<file path="config.mk">
export PLATFORM = sky130hd
export DESIGN_NAME = zpb_unit
export DESIGN_NICKNAME = d
export VERILOG_FILES = /design/src/design/zpb_pkg.sv /design/src/design/zpb_unit.sv
export VERILOG_INCLUDE_DIRS = /design/src /design/src/design
export SDC_FILE = /design/constraint.sdc
export NUM_CORES = 1
export LEC_CHECK = 0
export BUFFER_PORTS_ARGS = -buffer_cell sky130_fd_sc_hd__buf_2
export CAP_MARGIN = 20
export CORE_AREA = 2 2 103 105
export CTS_CLUSTER_DIAMETER = 30
export CTS_CLUSTER_SIZE = 12
export DETAILED_ROUTE_END_ITERATION = 16
export DIE_AREA = 0 0 105 107
export PLACE_DENSITY_LB_ADDON = 0.1
export SLEW_MARGIN = 0
export SYNTH_ARGS = -nofsm -noshare
export SYNTH_HDL_FRONTEND = slang
export SYNTH_SLANG_ARGS = --single-unit
export TNS_END_PERCENT = 1
</file>
<file path="constraint.sdc">
create_clock -name clk -period 3 [get_ports clk]
set_input_delay 0.6 -clock clk [delete_from_list [all_inputs] [get_ports clk]]
set_output_delay 0.6 -clock clk [all_outputs]
set_load 0.02 [all_outputs]
</file>
<file path="src/design/zpb_cfg.svh">
// constants for the zero-page bit operation unit
`ifndef ZPB_CFG_SVH
`define ZPB_CFG_SVH
`define ZPB_GRP_MASK 8'h0f
`define ZPB_GRP_CLR 8'h07
`define ZPB_GRP_SET 8'h87
`define ZPB_GRP_BRZ 8'h0f
`define ZPB_GRP_BRO 8'h8f
`define ZPB_BIT_LSB 4
`define ZPB_KIND_BIT 3
`define ZPB_POL_BIT 7
`define ZPB_BRANCH_LEN 16'h0003
`define ZPB_ZP_HIGH 8'h00
`define ZPB_PC_RST 16'h0000
`endif

</file>
<file path="src/design/zpb_pkg.sv">
// types for the zero-page bit operation unit
package zpb_pkg;
	typedef enum logic [6:0] {
		ST_IDLE = 7'h01,
		ST_ADDR = 7'h02,
		ST_READ = 7'h04,
		ST_WRITE = 7'h08,
		ST_DISP = 7'h10,
		ST_DONE = 7'h20,
		ST_FETCH = 7'h40
	} zpb_state_e;
	// bus request toward zero page
	typedef struct packed {
		logic [15:0] addr;
		logic [7:0] wdata;
		logic rd;
		logic wr;
		logic rmw;
	} zpb_bus_s;
	// finished-instruction report
	typedef struct packed {
		logic [15:0] next_pc;
		logic done;
		logic taken;
	} zpb_done_s;
endpackage

</file>
<file path="src/design/zpb_unit.sv">
// zero-page bit set/clear and bit-test-branch execution unit
// Contract
// - reads inside a read-modify-write flag the port so it returns its data register.
// - the set operation forces one chosen bit of the zero-page byte to one, others kept.
// - the opcode byte holds operation and bit number; the next byte is the zero-page address.
// - the clear operation uses the same format and sequence but writes zero.
// - bit tests take the bit from a three-bit opcode field and read from the second-byte address.
// - the third byte is a displacement; branch on a one bit, else continue in sequence.
// - branch-if-zero shares the format but branches only when the bit is zero.
`include "zpb_cfg.svh"
module zpb_unit (
	input wire logic clk,
	input wire logic rst_n,
	input wire logic start,
	input wire logic [7:0] opcode,
	input wire logic [15:0] op_pc,
	input wire logic [7:0] rdata,
	input wire logic rvalid,
	output logic busy,
	output zpb_pkg::zpb_bus_s bus,
	output zpb_pkg::zpb_done_s result
);
	zpb_pkg::zpb_state_e st_q, st_d;
	logic [7:0] op_q, op_d;
	logic [15:0] pc_q, pc_d;
	logic [7:0] zp_q, zp_d;
	logic tbit_q, tbit_d;
	zpb_pkg::zpb_bus_s bus_q, bus_d;
	zpb_pkg::zpb_done_s res_q, res_d;

	// true for any opcode of the four added operations, each with eight bit numbers
	function automatic logic is_bitop(input logic [7:0] op);
		is_bitop = ((op & `ZPB_GRP_MASK) == (`ZPB_GRP_CLR & `ZPB_GRP_MASK))
			|| ((op & `ZPB_GRP_MASK) == (`ZPB_GRP_BRZ & `ZPB_GRP_MASK));
	endfunction
	// selects the single bit named by the opcode field
	function automatic logic [7:0] bit_mask(input logic [7:0] op);
		bit_mask = 8'h01 << op[`ZPB_BIT_LSB +: 3];
	endfunction
	// the kind bit splits bit tests from set/clear
	function automatic logic is_branch(input logic [7:0] op);
		is_branch = op[`ZPB_KIND_BIT];
	endfunction

	assign busy = (st_q != zpb_pkg::ST_IDLE);
	assign bus = bus_q;
	assign result = res_q;

	// sequence: fetch address byte, read target, write or fetch displacement
	always_comb begin
		st_d = st_q;
		op_d = op_q;
		pc_d = pc_q;
		zp_d = zp_q;
		tbit_d = tbit_q;
		bus_d = '0;
		res_d = '0;
		case (st_q)
			zpb_pkg::ST_IDLE: begin
				if (start && is_bitop(opcode)) begin
					op_d = opcode;
					pc_d = op_pc + 16'h0001;
					bus_d.addr = op_pc + 16'h0001;
					bus_d.rd = 1'b1;
					st_d = zpb_pkg::ST_ADDR;
				end
			end
			zpb_pkg::ST_ADDR: begin
				bus_d = bus_q;
				if (rvalid) begin
					zp_d = rdata;
					bus_d.addr = {`ZPB_ZP_HIGH, rdata};
					bus_d.rd = 1'b1;
					bus_d.rmw = !is_branch(op_q);
					st_d = zpb_pkg::ST_READ;
				end
			end
			zpb_pkg::ST_READ: begin
				bus_d = bus_q;
				if (rvalid) begin
					tbit_d = |(rdata & bit_mask(op_q));
					if (is_branch(op_q)) begin
						bus_d.addr = pc_q + 16'h0001;
						bus_d.rd = 1'b1;
						bus_d.rmw = 1'b0;
						st_d = zpb_pkg::ST_DISP;
					end else begin
						bus_d.rd = 1'b0;
						bus_d.wr = 1'b1;
						bus_d.addr = {`ZPB_ZP_HIGH, zp_q};
						bus_d.rmw = 1'b1;
						if (op_q[`ZPB_POL_BIT])
							bus_d.wdata = rdata | bit_mask(op_q);
						else
							bus_d.wdata = rdata & ~bit_mask(op_q);
						st_d = zpb_pkg::ST_WRITE;
					end
				end
			end
			zpb_pkg::ST_WRITE: begin
				res_d.done = 1'b1;
				res_d.next_pc = pc_q + 16'h0001;
				st_d = zpb_pkg::ST_IDLE;
			end
			zpb_pkg::ST_DISP: begin
				bus_d = bus_q;
				if (rvalid) begin
					bus_d = '0;
					res_d.done = 1'b1;
					// branch when the bit matches the opcode polarity
					res_d.taken = (tbit_q == op_q[`ZPB_POL_BIT]);
					if (tbit_q == op_q[`ZPB_POL_BIT])
						res_d.next_pc = pc_q - 16'h0001 + `ZPB_BRANCH_LEN
							+ {{8{rdata[7]}}, rdata};
					else
						res_d.next_pc = pc_q - 16'h0001 + `ZPB_BRANCH_LEN;
					st_d = zpb_pkg::ST_IDLE;
				end
			end
			default: st_d = zpb_pkg::ST_IDLE;
		endcase
	end

	// registers, synchronous active-low reset
	always_ff @(posedge clk) begin
		if (!rst_n) begin
			st_q <= zpb_pkg::ST_IDLE;
			op_q <= 8'h00;
			pc_q <= `ZPB_PC_RST;
			zp_q <= 8'h00;
			tbit_q <= 1'b0;
			bus_q <= '0;
			res_q <= '0;
		end else begin
			st_q <= st_d;
			op_q <= op_d;
			pc_q <= pc_d;
			zp_q <= zp_d;
			tbit_q <= tbit_d;
			bus_q <= bus_d;
			res_q <= res_d;
		end
	end

	// rmw marker must accompany every set/clear write
	property p_rmw_write;
		@(posedge clk) disable iff (!rst_n) bus.wr |-> bus.rmw;
	endproperty
	a_rmw_write: assert property (p_rmw_write) else $error("write without rmw");

	// set writes back the byte read with the chosen bit forced high
	property p_set_bit;
		@(posedge clk) disable iff (!rst_n)
		(st_q == zpb_pkg::ST_READ && rvalid && op_q[`ZPB_POL_BIT] && !op_q[`ZPB_KIND_BIT])
			|=> (bus.wdata == ($past(rdata) | bit_mask(op_q)));
	endproperty
	a_set_bit: assert property (p_set_bit) else $error("set bit wrong");

	// the second byte becomes the zero-page read address
	property p_zp_addr;
		@(posedge clk) disable iff (!rst_n)
		(st_q == zpb_pkg::ST_ADDR && rvalid)
			|=> (bus.addr == {`ZPB_ZP_HIGH, $past(rdata)} && bus.rd);
	endproperty
	a_zp_addr: assert property (p_zp_addr) else $error("zero page address wrong");

	// clear writes back the byte read with the chosen bit forced low
	property p_clr_bit;
		@(posedge clk) disable iff (!rst_n)
		(st_q == zpb_pkg::ST_READ && rvalid && !op_q[`ZPB_POL_BIT] && !op_q[`ZPB_KIND_BIT])
			|=> (bus.wdata == ($past(rdata) & ~bit_mask(op_q)));
	endproperty
	a_clr_bit: assert property (p_clr_bit) else $error("clear bit wrong");

	// the tested bit is the one named by the opcode field
	property p_test_bit;
		@(posedge clk) disable iff (!rst_n)
		(st_q == zpb_pkg::ST_READ && rvalid && op_q[`ZPB_KIND_BIT])
			|=> (tbit_q == $past(rdata[op_q[`ZPB_BIT_LSB +: 3]]));
	endproperty
	a_test_bit: assert property (p_test_bit) else $error("tested bit wrong");

	// an untaken test continues after its three bytes
	property p_not_taken;
		@(posedge clk) disable iff (!rst_n)
		(result.done && !result.taken && op_q[`ZPB_KIND_BIT])
			|-> (result.next_pc == pc_q + 16'h0002);
	endproperty
	a_not_taken: assert property (p_not_taken) else $error("fallthrough pc wrong");

	// the opcode polarity bit picks which bit value branches
	property p_polarity;
		@(posedge clk) disable iff (!rst_n)
		(result.done && op_q[`ZPB_KIND_BIT])
			|-> (result.taken == (tbit_q == op_q[`ZPB_POL_BIT]));
	endproperty
	a_polarity: assert property (p_polarity) else $error("branch polarity wrong");

	// a taken test adds the signed displacement to the following pc
	property p_target;
		@(posedge clk) disable iff (!rst_n)
		(st_q == zpb_pkg::ST_DISP && rvalid && tbit_q == op_q[`ZPB_POL_BIT])
			|=> (result.next_pc == pc_q + 16'h0002 + {{8{$past(rdata[7])}}, $past(rdata)});
	endproperty
	a_target: assert property (p_target) else $error("branch target wrong");

	// the single write of set/clear is followed at once by the finish report
	property p_one_write;
		@(posedge clk) disable iff (!rst_n) bus.wr |=> (!bus.wr && result.done);
	endproperty
	a_one_write: assert property (p_one_write) else $error("write not single");

	// the write goes back to the zero-page byte that was read
	property p_zp_write;
		@(posedge clk) disable iff (!rst_n) bus.wr |-> (bus.addr == {`ZPB_ZP_HIGH, zp_q});
	endproperty
	a_zp_write: assert property (p_zp_write) else $error("write address wrong");

	// a read request stands unchanged until it is answered
	property p_rd_hold;
		@(posedge clk) disable iff (!rst_n)
		(bus.rd && !rvalid) |=> (bus.rd && $stable(bus.addr));
	endproperty
	a_rd_hold: assert property (p_rd_hold) else $error("read request dropped");

	// set/clear continue after their two bytes
	property p_seq_pc;
		@(posedge clk) disable iff (!rst_n)
		(result.done && !op_q[`ZPB_KIND_BIT]) |-> (result.next_pc == pc_q + 16'h0001);
	endproperty
	a_seq_pc: assert property (p_seq_pc) else $error("set/clear next pc wrong");
endmodule

</file>
==> results.txt <==
The clock tree from TritonCTS is done. The register-to-register setup slack came out at 0.14 ns. The global placement routability congestion is 0.901. The worst hold path terminates at bus[2]. The post-route clock skew came out at 0.0106 ns. Before antenna repair, the detailed router went through 5 iterations.

In the synthesized netlist the async set-or-reset flop fraction comes to 0%. The overall die area came out at 11,200 um2. The die extent in y is 107 um. The total power density per cell area is 367 nW/um2.

The shortest period the worst path allows is 2.86 ns. For the pin with the worst max-slew slack, the measured transition is 0.697 ns. Compared with the post-synthesis result, the final layout area differs by 18.4%. The data arrival time of the critical path came out at 3.15 ns.

The instance count of the mapped netlist came out at 659. The min-delay analysis places its worst path in the category register to register. The initial antenna violation count came out at 0. Counting every net in the synthesized netlist gives 715. The summed negative setup slack over all endpoints came out at 0 ns.

The count of unique library cells instantiated by Yosys is 75. The run finished with clean final reports. The initial standard-cell utilization of the core came out at 51.4%. The maximum VDD drop is 0.276 mV. Setup slack on the critical path of the routed design comes to 0.138 ns. Summed over all layers, the global routing overflow is 0. The maximum clock insertion buffer count is 2. The detailed-route DRC error count came out at 0. The most common library cell in the layout ignoring fill and taps is buf_2. The cell leakage power came out at 0.00258 uW. The post-route total power came out at 2250 uW.

The final number of hold-violating endpoints is 0. In the final design database the tool counted 807 nets. The worst setup path is of the register to register kind.

Setup repair after global routing could not meet its margin everywhere. The routed wirelength normalized by instance count came out at 17.4 um. The width of the chip came out at 105 um. The number of pins exceeding their max-slew limit in the final report is 0. For met2 alone, demand over resource in global routing was 42.9%. The maximum achievable frequency came out at 349 MHz. The post-detailed-route via-to-cell ratio is 5.85.

The number of nets still failing antenna checks after routing is 0. The pin count of the biggest net entering global routing came out at 55. Counting the buffers created by CTS gives 9. The kind of end point of the critical path is a register.

The area inside the core boundary is 10,100 um2. The met1 usage in global routing is 39.3%. For this design the top-level I/O count stands at 82. The largest fanout of any net on the critical path came out at 3. The tree is rooted in a clkbuf_8.

Setup violations remaining at the end of the flow were counted as 0. The summed instance area of the synthesized netlist is 5190 um2. The number of global-route vias before repair is 4,829.

The latest clock arrival within the worst-skew pair came out at 0.37 ns. The clock-pin slew of the registers on the worst-case setup and hold paths came out at 0.09 ns. In the final layout, the share of cells above drive strength 1 is 22.6%. In the synthesized netlist the dominant register cell turns out to be dfxtp_1.

The final wirelength came out at 15,500 um. Leaving out fill and tap cells, the most frequent cells in the layout are buf_2 (81), dfxtp_1 (78), nand2_1 (73). After global routing, the most crowded layer is met2.

The global-route wire length before repair came out at 24,500 um. The total vias in the final route is 5,222. The startpoint identified for the worst register-to-register timing path is pc_q[1]. The sequential-to-total area share from yosys stat came out at 30.9%.

The mean instance size in the synthesized netlist came out at 7.87 um2. In the global route stage, met3 resource usage came out at 3.47%. OpenSTA, run right after detailed placement, puts the worst setup slack at 0.0575 ns. The worst-case hold slack came out at 0.450 ns. The depth of the worst register-to-register path came out at 13. The final core utilization came out at 60.9%.

For this run, the total global-route usage over all layers was measured as 27.7%. The post-route clock period utilization came out at 95.4%. The number of enable-type register cells in the synthesized netlist is 0. The count of standard-cell rows is 37.

The sum of net half-perimeters after detailed placement is 11,800 um. At the worst endpoint, the required time is 3.29 ns. The number of maximum-capacitance violations is 0. The Yosys step of the flow raised 0 warnings. For this block, the initial DRC count from the detailed router was 319. The number of cells traversed by the worst hold path came out at 2. The worst setup path is launched from a register. The H-tree was split into 3 levels.

The count of input and output buffers is 81. The number of sinks handled by clock tree synthesis came out at 80. The startpoint identified for the worst hold timing path is bus[2]. The flip-flop and latch count after synthesis came out at 80. The worst slew slack as a fraction of its limit is 53.3%. 0 antenna diodes ended up in the layout. The endpoint identified for the worst register-to-register timing path is result[17].
how the worst max path moves through the flow:
stage,to,start,cells after the start
after floorplan,result[17],pc_q[1],11
after global placement,result[17],pc_q[2],10
after detailed placement,result[15],pc_q[2],10
after CTS,result[15],pc_q[2],10
after global routing,result[17],pc_q[3],13
final,result[17],pc_q[1],13
registers in the layout, indices dropped and copies added, names as in the netlist:
signal,count
op_q,5
bus,27
result,18
tbit_q,1
pc_q,16
st_q,5
zp_q,8
cells in the mapped netlist, types with 11 or more instances:
library cell   n  area share, %
a211oi_1      12            1.7
xor2_1        30            5.1
dfxtp_1       80             31
buf_2         16            1.5
nor2_1        69            5.0
a21o_1        11            1.6
clkbuf_1      27            2.0
nand4_1       14            1.7
inv_1         14            1.0
xnor2_1       23            3.9
mux2i_1       13            2.5
ha_1          19            4.6
nand2_1       73            5.3
nor3_1        19            1.8
nand3_1       30            2.9
o21ai_0       27            2.6
a21oi_1       54            5.2
timing repair:
action                                  CTS  global route
buffers inserted                          0             1
endpoints found under the setup margin    0             3
resized for setup                         0            10
hold buffers                              0             0
metal layers:
layer | vias up | share of wire [%]
met5 | - | 0
met1 | 2465 | 48
li1 | 2547 | -
met2 | 184 | 44
met4 | 0 | 2.3
met3 | 26 | 5.6
report_power, final:
part	total [uW]	leakage, uW	switching (uW)	internal (uW)
Sequential	1090	0.000647	14.8	1070
Combinational	298	0.00182	177	121
Clock	869	0.000110	433	436
Total	2250	0.00258	624	1630
stage by stage:
| stage | instance area (um2) | instances |
|---|---|---|
| after CTS | 6100 | 891 |
| after global placement | 5890 | 875 |
| after floorplan | 5190 | 659 |
| after global routing | 6140 | 892 |
| final | 6140 | 892 |
| after detailed placement | 5890 | 875 |
critical path, cell delays in order (launching register included):
cell and delay (ns):
dfxtp_2 0.35, ha_2 0.19, nand4_1 0.09, buf_4 0.18
nor2_2 0.10, nand2_1 0.09, xnor2_1 0.16, ha_1 0.21
a21o_1 0.20, o21bai_1 0.18, a221o_1 0.33, or3_1 0.32
and4_1 0.20, o31ai_1 0.18
area by class of cell:
type,count,area (um2)
fill,965,3950
inverter,15,56.3
timing repair buffer,127,751
tap,136,170
clock buffer,11,151
sequential,80,1600
clock inverter,5,61.3
multi-input combinational,518,3350
logic make-up (layout without fill, tap and decap cells):
logic type / after synthesis / count (layout) / synth area share, %
adder cells (fa/ha/maj): 20 / 20 / 4.97
buffers and inverters: 61 / 158 / 5.16
XOR/XNOR: 53 / 53 / 8.95
flip-flops: 80 / 80 / 30.9
AO/OA/AOI/OAI: 176 / 176 / 22.5
AND/OR/NAND/NOR: 254 / 254 / 24.1
multiplexers: 15 / 15 / 3.38
No activity file was read; power rests on OpenSTA's default activity.
